`config.mk`:
```
export PLATFORM = sky130hd
export DESIGN_NAME = sram_host_ctrl
export DESIGN_NICKNAME = d
export VERILOG_FILES = /design/src/pkg/sram_host_pkg.sv /design/src/pkg/sram_pin_if.sv /design/src/rtl/sram_pin_stage.sv /design/src/rtl/sram_host_ctrl.sv
export SDC_FILE = /design/constraint.sdc
export NUM_CORES = 1
export LEC_CHECK = 0
export ABC_AREA = 1
export BUFFER_PORTS_ARGS = -buffer_cell sky130_fd_sc_hd__buf_4
export CAP_MARGIN = 20
export CORE_UTILIZATION = 30
export CTS_CLUSTER_DIAMETER = 200
export DETAILED_ROUTE_END_ITERATION = 8
export HOLD_SLACK_MARGIN = 0.06
export SYNTH_ARGS = -nofsm -noshare
export SYNTH_HDL_FRONTEND = slang
export SYNTH_SLANG_ARGS = --single-unit
```
`constraint.sdc`:
```
create_clock -name core_clk -period 3.6 [get_ports core_clk]
set_clock_uncertainty 0.05 [all_clocks]
set_input_delay 0.9 -clock core_clk [delete_from_list [all_inputs] [get_ports core_clk]]
set_output_delay 0.9 -clock core_clk [all_outputs]
set_load 0.005 [all_outputs]
```
`src/pkg/sram_host_pkg.sv`:
```
// constants and types for the async sram host controller
package sram_host_pkg;
	localparam int ADDR_W = 15;
	localparam int DATA_W = 16;
	localparam int CLK_PERIOD_NS = 40;
	// device timing, ns
	localparam int READ_PERIOD_MIN_NS = 15;
	localparam int ADDRESS_ACCESS_TIME_NS = 15;
	localparam int OUTPUT_HOLD_AFTER_ADDR_NS = 3;
	localparam int CE_ACCESS_NS = 15;
	localparam int OE_ACCESS_NS = 7;
	localparam int LANE_ACCESS_NS = 7;
	localparam int LANE_FLOAT_NS = 7;
	localparam int WRITE_PERIOD_MIN_NS = 15;
	localparam int CE_TO_END_NS = 10;
	localparam int ADDR_TO_END_NS = 10;
	localparam int WRITE_PULSE_MIN_NS = 10;
	localparam int DIN_SETUP_BEFORE_END_NS = 8;
	localparam int STROBE_TO_FLOAT_DELAY_NS = 4;
	localparam int LANE_ENABLE_TO_END_NS = 10;
	// derived cycle counts (minimums round up)
	localparam int READ_ACCESS_NS = ADDRESS_ACCESS_TIME_NS;
	localparam int READ_WAIT_CYC = (READ_ACCESS_NS + CLK_PERIOD_NS - 1) / CLK_PERIOD_NS;
	localparam int WR_PULSE_NS = STROBE_TO_FLOAT_DELAY_NS + DIN_SETUP_BEFORE_END_NS;
	localparam int WRITE_PULSE_CYC = (WR_PULSE_NS + CLK_PERIOD_NS - 1) / CLK_PERIOD_NS;
	localparam int FLOAT_CYC = (LANE_FLOAT_NS + CLK_PERIOD_NS - 1) / CLK_PERIOD_NS;
	localparam int CNT_W = 3;
	localparam logic [CNT_W-1:0] READ_WAIT = CNT_W'(READ_WAIT_CYC);
	localparam logic [CNT_W-1:0] WRITE_PULSE = CNT_W'(WRITE_PULSE_CYC);
	localparam logic [CNT_W-1:0] FLOAT_WAIT = CNT_W'(FLOAT_CYC);
	localparam logic [CNT_W-1:0] CNT_ZERO = 3'h0;
	localparam logic [CNT_W-1:0] CNT_ONE = 3'h1;
	typedef enum logic [2:0]
	{
		ST_IDLE = 3'h0,
		ST_RD_WAIT = 3'h1,
		ST_RD_DONE = 3'h3,
		ST_WR_PULSE = 3'h4,
		ST_WR_END = 3'h6,
		ST_RECOVER = 3'h2
	} host_state_e;
endpackage

```
`src/pkg/sram_pin_if.sv`:
```
// interface carrying sram pin drives between controller and pin stage
`timescale 1ns/100ps
interface sram_pin_if;
	import sram_host_pkg::*;
	logic chip_sel_n;
	logic write_n;
	logic out_en_n;
	logic low_lane_enable_n;
	logic high_lane_enable_n;
	logic [ADDR_W-1:0] addr;
	logic [DATA_W-1:0] wdata;
	logic drive;
	logic [DATA_W-1:0] rdata;
	modport ctrl (output chip_sel_n, write_n, out_en_n, low_lane_enable_n,
		high_lane_enable_n, addr, wdata, drive, input rdata);
	modport pins (input chip_sel_n, write_n, out_en_n, low_lane_enable_n,
		high_lane_enable_n, addr, wdata, drive, output rdata);
endinterface

```
`src/rtl/sram_pin_stage.sv`:
```
// pin stage: strobes passed straight through from the controller registers, two-flop synchronised read data in
`timescale 1ns/100ps
module sram_pin_stage
	import sram_host_pkg::*;
(
	input wire logic core_clk,
	input wire logic rst_b,
	input wire logic clk_en,
	sram_pin_if.pins p,
	output logic sram_ce_n,
	output logic sram_we_n,
	output logic sram_oe_n,
	output logic sram_lb_n,
	output logic sram_ub_n,
	output logic [ADDR_W-1:0] sram_addr,
	output logic [DATA_W-1:0] sram_dq_out,
	output logic [DATA_W-1:0] sram_dq_oe,
	input wire logic [DATA_W-1:0] sram_dq_in
);
	logic [DATA_W-1:0] dq_meta;
	logic [DATA_W-1:0] dq_sync;
	assign p.rdata = dq_sync;
	always_ff @(posedge core_clk or negedge rst_b)
	begin
		if (!rst_b)
		begin
			dq_meta <= 16'h0000;
			dq_sync <= 16'h0000;
		end
		else if (clk_en)
		begin
			dq_meta <= sram_dq_in;
			dq_sync <= dq_meta;
		end
	end
	assign sram_ce_n = p.chip_sel_n;
	assign sram_we_n = p.write_n;
	assign sram_oe_n = p.out_en_n;
	assign sram_lb_n = p.low_lane_enable_n;
	assign sram_ub_n = p.high_lane_enable_n;
	assign sram_addr = p.addr;
	assign sram_dq_out = p.wdata;
	// per lane bit output enable follows the lane enable during write drive
	genvar i;
	generate
		for (i = 0; i < DATA_W; i++)
		begin : g_oe
			if (i < 8)
			begin : g_lo
				assign sram_dq_oe[i] = p.drive & ~p.low_lane_enable_n;
			end
			else
			begin : g_hi
				assign sram_dq_oe[i] = p.drive & ~p.high_lane_enable_n;
			end
		end
	endgenerate
endmodule

```
`src/rtl/sram_host_ctrl.sv`:
```
// host controller issuing single reads and writes to an async sram
`timescale 1ns/100ps
// Summary of operation
// - address and select held 10 ns before write end; strobe low 10 ns
// - address may change right at write start and write end
// - write data stable 8 ns before write end; may drop at end
// - lane enables low 10 ns before write end; writes spaced 15 ns
// - write happens only with select, strobe and a lane enable low
// - first of these signals to rise ends the write
// - strobe pulse at least 4 ns float plus 8 ns setup
// - read needs strobe high; device drives only with select and oe low
// - address valid before or with select falling in reads
// - host never drives data pins while device drives them
module sram_host_ctrl
	import sram_host_pkg::*;
(
	input wire logic core_clk,
	input wire logic rst_b,
	input wire logic clk_en,
	input wire logic req_valid,
	output logic req_ready,
	input wire logic req_write,
	input wire logic [ADDR_W-1:0] req_addr,
	input wire logic [DATA_W-1:0] req_wdata,
	input wire logic [1:0] req_lanes,
	output logic rsp_valid,
	output logic [DATA_W-1:0] rsp_rdata,
	output logic sram_ce_n,
	output logic sram_we_n,
	output logic sram_oe_n,
	output logic sram_lb_n,
	output logic sram_ub_n,
	output logic [ADDR_W-1:0] sram_addr,
	output logic [DATA_W-1:0] sram_dq_out,
	output logic [DATA_W-1:0] sram_dq_oe,
	input wire logic [DATA_W-1:0] sram_dq_in
);
	sram_pin_if pif ();
	host_state_e state;
	host_state_e next_state;
	logic [CNT_W-1:0] cnt;
	logic [CNT_W-1:0] next_cnt;
	logic ce_n;
	logic we_n;
	logic oe_n;
	logic lb_n;
	logic ub_n;
	logic drive;
	logic [ADDR_W-1:0] addr;
	logic [DATA_W-1:0] wdata;
	logic [1:0] lanes;
	logic rsp_pend;
	logic [DATA_W-1:0] rdata_mask;
	logic no_lane;
	logic next_sel;
	logic next_rd;
	logic next_wr;
	logic next_lane_on;
	logic [1:0] lane_src;
	wire logic take = req_valid & req_ready;
	wire logic cnt_done = (cnt == CNT_ZERO);
	// a request with no lane selected would never form a write overlap
	assign no_lane = (req_lanes == 2'b00);
	assign req_ready = (state == ST_IDLE);
	assign rdata_mask = {{8{lanes[1]}}, {8{lanes[0]}}};
	// select falls on the same edge that registers the address
	assign next_sel = (next_state inside {ST_RD_WAIT, ST_RD_DONE, ST_WR_PULSE});
	assign next_rd = (next_state inside {ST_RD_WAIT, ST_RD_DONE});
	assign next_wr = (next_state inside {ST_WR_PULSE, ST_WR_END});
	assign next_lane_on = next_rd | next_wr;
	assign lane_src = (state == ST_IDLE) ? req_lanes : lanes;
	always_comb
	begin
		next_state = state;
		next_cnt = cnt;
		case (state)
			ST_IDLE:
			begin
				if (take && !no_lane)
				begin
					next_state = req_write ? ST_WR_PULSE : ST_RD_WAIT;
					next_cnt = req_write ? WRITE_PULSE : READ_WAIT;
				end
			end
			ST_RD_WAIT:
			begin
				next_cnt = cnt - CNT_ONE;
				if (cnt == CNT_ONE)
					next_state = ST_RD_DONE;
			end
			ST_RD_DONE:
			begin
				// two flop sync delay: sample once synchronised data settled
				next_cnt = cnt - CNT_ONE;
				if (cnt_done)
				begin
					next_state = ST_RECOVER;
					next_cnt = FLOAT_WAIT;
				end
			end
			ST_WR_PULSE:
			begin
				next_cnt = cnt - CNT_ONE;
				if (cnt == CNT_ONE)
					next_state = ST_WR_END;
			end
			ST_WR_END:
			begin
				next_state = ST_RECOVER;
				next_cnt = FLOAT_WAIT;
			end
			ST_RECOVER:
			begin
				next_cnt = cnt - CNT_ONE;
				if (cnt_done || cnt == CNT_ONE)
					next_state = ST_IDLE;
			end
			default:
			begin
				next_state = ST_IDLE;
				next_cnt = CNT_ZERO;
			end
		endcase
	end
	always_ff @(posedge core_clk or negedge rst_b)
	begin
		if (!rst_b)
		begin
			state <= ST_IDLE;
			cnt <= CNT_ZERO;
		end
		else if (clk_en)
		begin
			state <= next_state;
			cnt <= next_cnt;
		end
	end
	// request capture; address and data held for the whole access
	always_ff @(posedge core_clk or negedge rst_b)
	begin
		if (!rst_b)
		begin
			addr <= 15'h0000;
			wdata <= 16'h0000;
			lanes <= 2'h0;
		end
		else if (clk_en && take && !no_lane)
		begin
			addr <= req_addr;
			wdata <= req_wdata;
			lanes <= req_lanes;
		end
	end
	// pin drive: select, lanes and address set with the strobe, all held to the end
	always_ff @(posedge core_clk or negedge rst_b)
	begin
		if (!rst_b)
		begin
			ce_n <= 1'b1;
			we_n <= 1'b1;
			oe_n <= 1'b1;
			lb_n <= 1'b1;
			ub_n <= 1'b1;
			drive <= 1'b0;
		end
		else if (clk_en)
		begin
			ce_n <= !next_sel;
			// strobe and select rise together to end the write; lanes and data drive release a cycle later
			we_n <= (next_state != ST_WR_PULSE);
			oe_n <= !next_rd;
			lb_n <= !(next_lane_on && lane_src[0]);
			ub_n <= !(next_lane_on && lane_src[1]);
			drive <= next_wr;
		end
	end
	// read response from synchronised data, disabled lanes zero
	always_ff @(posedge core_clk or negedge rst_b)
	begin
		if (!rst_b)
		begin
			rsp_valid <= 1'b0;
			rsp_rdata <= 16'h0000;
			rsp_pend <= 1'b0;
		end
		else if (clk_en)
		begin
			rsp_pend <= (state == ST_RD_DONE) && cnt_done;
			rsp_valid <= rsp_pend;
			if (rsp_pend)
				rsp_rdata <= pif.rdata & rdata_mask;
		end
	end
	assign pif.chip_sel_n = ce_n;
	assign pif.write_n = we_n;
	assign pif.out_en_n = oe_n;
	assign pif.low_lane_enable_n = lb_n;
	assign pif.high_lane_enable_n = ub_n;
	assign pif.addr = addr;
	assign pif.wdata = wdata;
	assign pif.drive = drive & oe_n;
	sram_pin_stage u_pins
	(
		.core_clk(core_clk),
		.rst_b(rst_b),
		.clk_en(clk_en),
		.p(pif.pins),
		.sram_ce_n(sram_ce_n),
		.sram_we_n(sram_we_n),
		.sram_oe_n(sram_oe_n),
		.sram_lb_n(sram_lb_n),
		.sram_ub_n(sram_ub_n),
		.sram_addr(sram_addr),
		.sram_dq_out(sram_dq_out),
		.sram_dq_oe(sram_dq_oe),
		.sram_dq_in(sram_dq_in)
	);
endmodule

```
After elaboration in Yosys (flattened, before gate mapping)
Cells that the tools add are included.
W data, S select, Z words.
{"block": "word_totals", "register_bits": 95, "inputBits": 54, "output_inout_bits": 70, "elab_cells": 69}
{"block": "classes", "add_sub_neg": 1, "n_eq_ne": 12, "muxes": 11, "bitwise": 8, "reduce_logical": 21}
{"operator": "$mux W3", "n": 8}
{"operator": "$pmux W3 S6", "n": 1}
{"operator": "$and A16 B16 Y16", "n": 1}
{"operator": "$eq A3 B3 Y1 const B", "n": 4}
{"operator": "$pmux W3 S4", "n": 1}
{"operator": "$eq A3 B1 Y1 const B", "n": 3}
{"operator": "$eq A3 B2 Y1 const B", "n": 3}
{"operator": "$logic_and A1 B1 Y1", "n": 6}
{"operator": "$logic_not A3 Y1", "n": 2}
{"operator": "$logic_not A1 Y1", "n": 5}
{"operator": "$and A1 B1 Y1", "n": 4}
{"operator": "$reduce_and A2 Y1", "n": 2}
{"operator": "$reduce_bool A2 Y1", "n": 2}
{"operator": "$ne A3 B3 Y1 const B", "n": 1}
{"operator": "$reduce_bool A3 Y1", "n": 1}
{"operator": "$reduce_or A3 Y1", "n": 1}
{"operator": "$sub A3 B1 Y3 const B", "n": 1}
{"operator": "$logic_not A2 Y1", "n": 1}
{"operator": "$mux W2", "n": 1}
{"operator": "$ne A2 B1 Y1 const B", "n": 1}
{"operator": "$not A1 Y1", "n": 2}
{"operator": "$logic_or A1 B1 Y1", "n": 1}
{"operator": "$or A1 B1 Y1", "n": 1}

Logic depth before layout (Yosys ltp)
{"block": "logic_depth", "ltp_word": 10, "ltp_mapped": 9, "ltp_nobuf": 9}

Cells and area by module
From an unflattened synthesis, not the netlist that was laid out.
{"block": "hier_totals", "cells_unflattened": 516, "area_unflattened_um2": 4460.5}
{"module": "sram_host_ctrl", "n_inst": 1, "cells_per_inst": 327, "area_each_um2": 2778.9, "seq_area_each_um2": 1582.8}
{"module": "sram_pin_stage", "n_inst": 1, "cells_per_inst": 189, "area_each_um2": 1681.6, "seq_area_each_um2": 800.8}

Worst setup path before layout
No wires, ideal clock.
{"block": "synth_path", "path_kind": "register to output", "from": "register oe_n", "to": "output sram_dq_oe[10]", "arrival_time_ns": 1.340, "required_time_ns": 2.650, "slack_ns": 1.310, "path_stages_with_launch": 4, "n_path_buf": 1, "path_cell_list": "dfstp_2 inv_1 nor3_1 buf_4"}
{"block": "synth_between", "elab_chain_len": 2}
{"element": "from (decl)", "line": "sram_host_ctrl.sv:45", "text": "logic oe_n;"}
{"element": "from (signal assigned)", "line": "sram_host_ctrl.sv:171", "text": "oe_n <= !next_rd;"}
{"element": "$and A1 B1 Y1", "line": "sram_host_ctrl.sv:201", "text": "assign pif.drive = drive & oe_n;"}
{"element": "$and A1 B1 Y1"}
{"element": "to (decl)", "line": "sram_host_ctrl.sv:35", "text": "output logic [DATA_W-1:0] sram_dq_oe,"}
Every way passes these cells.

Worst setup path after layout
{"block": "layout_path", "from": "register oe_n", "to": "output sram_dq_oe[9]"}
{"block": "layout_between", "elab_chain_len": 2}
{"element": "$and A1 B1 Y1", "line": "sram_host_ctrl.sv:201"}
{"element": "$and A1 B1 Y1", "line": "sram_pin_stage.sv:54", "text": "assign sram_dq_oe[i] = p.drive & ~p.high_lane_enable_n;"}
Every way passes these cells.

==> impl_metrics.env <==
export IMPL_outcome="finished, final reports clean"
export IMPL_post_route_period_util_pct=74.8
export IMPL_numCtsBuffers=9
export IMPL_drive_above_1_share_pct=27.8
export IMPL_cts_resized=0
export IMPL_synth_top_area_cell="dfrtp_1"
export IMPL_cts_sinks=95
export IMPL_row_count=42
export IMPL_die_area_um2=14200
export IMPL_syn_cell_area_um2=4110
export IMPL_yosysWarnings=0
export IMPL_hpwlAfterDp_um=6440
export IMPL_overflow=0
export IMPL_grt_max_degree=63
export IMPL_ys_top_cells_by_area="dfrtp_1 55%, nand2_1 17%, nand3_1 4.5%"
export IMPL_n_antenna_cell=0
export IMPL_dieWidth_um=119
export IMPL_maxSlewViolCount=0
export IMPL_tightestPinTransition_ns=0.779
export IMPL_vdd_drop_max_mv=0.219
export IMPL_clkLatencyLatePin_ns=0.34
export IMPL_vias=3315
export IMPL_cp_arrival_ns=1.74
export IMPL_rsz0062_at_grt="false"
export IMPL_die_h_um=119
export IMPL_gp_congestion=0.741
export IMPL_first_global_vias=3252
export IMPL_required_ns=2.65
export IMPL_final_nets=621
export IMPL_ys_ff_latch=95
export IMPL_initial_core_util_pct=30.9
export IMPL_htreeDepth=3
export IMPL_synth_top_area_share_pct=54.8
export IMPL_grt_first_pass_wirelength_um=15600
export IMPL_core_area_um2=13300
export IMPL_wl_um=9390
export IMPL_syn2layout_area_growth_pct=30.7
export IMPL_path_clk_slew_ns=0.07
export IMPL_synth_cell_types=30
export IMPL_worstPathMaxFanout=8
export IMPL_syn_num_nets=518
export IMPL_p_leak_nw=2.84
export IMPL_dp_cells=729
export IMPL_ant_nets=0
export IMPL_vias_per_cell=4.46
export IMPL_hold_path_class="flop to flop"
export IMPL_drtIter0Drc=164
export IMPL_netlist_instances=461
export IMPL_cts_path_max_buffers=2
export IMPL_maxCapViolations=0
export IMPL_finalNonFillerCells=744
export IMPL_fin_crit_ns=2.69
export IMPL_grt_antenna_before_repair=0
export IMPL_p_per_area_nw_per_um2=737
export IMPL_final_hold_violation_count=0
export IMPL_tns_ns=0
export IMPL_syn_area_per_cell_um2=8.92
export IMPL_numPortBuffers=123
export IMPL_drc=0
export IMPL_slew_headroom_pct=48.1
export IMPL_setup_viol_count_final=0
export IMPL_crit_type="flop to output port"
export IMPL_timing_critical_path_to_type="output port"
export IMPL_seq_area_frac_synth_pct=58.0
export IMPL_grt_total_usage_pct=13.9
export IMPL_start_kind="flop"
export IMPL_holdBufCountCts=0
export IMPL_pin_count=124
export IMPL_tritoncts="done"
export IMPL_firstDrtPassIters=4
export IMPL_wl_per_cell_um=12.6
export IMPL_cts_root_buf="clkbuf_16"
export IMPL_post_cts_repair_setup_buffers=0
export IMPL_max_freq_ghz=0.371
-- cell usage after synthesis, drive strengths merged --
| master | count |
|---|---|
| a21oi | 9 |
| a31oi | 1 |
| buf | 29 |
| clkbuf | 6 |
| clkinv | 2 |
| dfrtp | 90 |
| dfstp | 5 |
| ha | 3 |
| inv | 31 |
| nand2 | 184 |
| nand3 | 37 |
| nand4 | 1 |
| nor2 | 18 |
| nor3 | 2 |
| o21ai | 24 |
| o21bai | 1 |
| o31ai | 17 |
| xnor2 | 1 |
-- layout make-up --
type,count,area [µm²]
sequential,95,2380
clock buffer,9,225
tap,176,220
fill,1342,7930
inverter,33,124
clock inverter,6,91.3
timing repair buffer,127,953
multi-input combinational,298,1370
-- flip-flops by register name, summed over array words and instances (netlist names) --
signal                  count
pif.wdata                  16
rsp_rdata                  16
u_pins.dq_meta             16
u_pins.p.rdata             16
addr                       15
cnt                         3
state                       3
lanes                       2
ce_n                        1
drive                       1
lb_n                        1
oe_n                        1
pif.high_lane_enable_n      1
pif.write_n                 1
rsp_pend                    1
rsp_valid                   1
-- through the flow --
| stage | hold slack [ns] | util [%] | power (mW) | instance area [µm²] | worst slack (ns) |
|---|---|---|---|---|---|
| finish | 0.422 | 40.4 | 3.96 | 5370 | 0.907 |
| global route | 0.444 | 40.4 | 4.26 | 5370 | 0.753 |
| CTS | 0.427 | 40.4 | 4.02 | 5370 | 0.875 |
| detailed placement | 0.409 | 38.0 | 2.98 | 5050 | 1.24 |
| global placement | 0.405 | 38.0 | 2.94 | 5050 | 1.31 |
| floorplan | 0.392 | - | 2.30 | 4110 | 1.31 |
-- worst paths after layout --
check	startpoint	end	slack, ns	cells past startpoint
max	oe_n	sram_dq_oe[9]	0.91	3
min	u_pins.dq_meta[8]	u_pins.dq_meta[8]	0.42	2
max reg2reg	state[0]	lanes[0]	1.85	6
min reg2reg	u_pins.dq_meta[8]	u_pins.dq_meta[8]	0.42	2
max in group asynchronous	rst_b	pif.write_n	2.11	2
min in group asynchronous	rst_b	u_pins.p.rdata[10]	0.58	1
-- cells by family (layout without fill, tap and decap cells) --
| family | count (synthesis) | in the layout | synth area share, % |
|---|---|---|---|
| AO/OA/AOI/OAI | 52 | 52 | 7.64 |
| XOR/XNOR | 1 | 1 | 0.213 |
| AND/OR/NAND/NOR | 242 | 242 | 24.6 |
| buffers and inverters | 68 | 175 | 8.61 |
| flip-flops | 95 | 95 | 58.0 |
| adder cells (fa/ha/maj) | 3 | 3 | 0.913 |
-- layer usage --
metal,global-route usage (%),share of wire [%]
met1,17.2,45
met2,23.2,47
met3,3.30,5.3
met4,5.78,2.1
met5,0,0
-- where the power goes --
part | internal [mW] | leakage (nW) | switching (mW)
combinational | 0.631 | 1.50 | 0.661
sequential | 1.43 | 1.18 | 0.215
clock | 0.611 | 0.157 | 0.408
-- placed cells by master, fill, tap and decap left out, types with 2 or more instances in the layout --
master	Yosys	routed
nand2_1	182	182
buf_4	18	127
dfrtp_1	90	90
nand3_1	37	37
inv_1	28	28
o21ai_0	22	22
o31ai_1	17	17
nor2_1	14	14
clkbuf_16	0	9
a21oi_1	8	8
dfstp_2	5	5
inv_2	3	3
ha_1	3	3
inv_6	0	3
nor3_1	2	2
nor2_2	2	2
clkinv_1	2	2
bufinv_16	0	2
-- worst max-delay path, cell delays in order, from the launching register on --
cell,delay [ns]
dfstp_2,0.54
inv_1,0.05
nor3_1,0.59
buf_4,0.23
(Power assumes the default switching activity.)
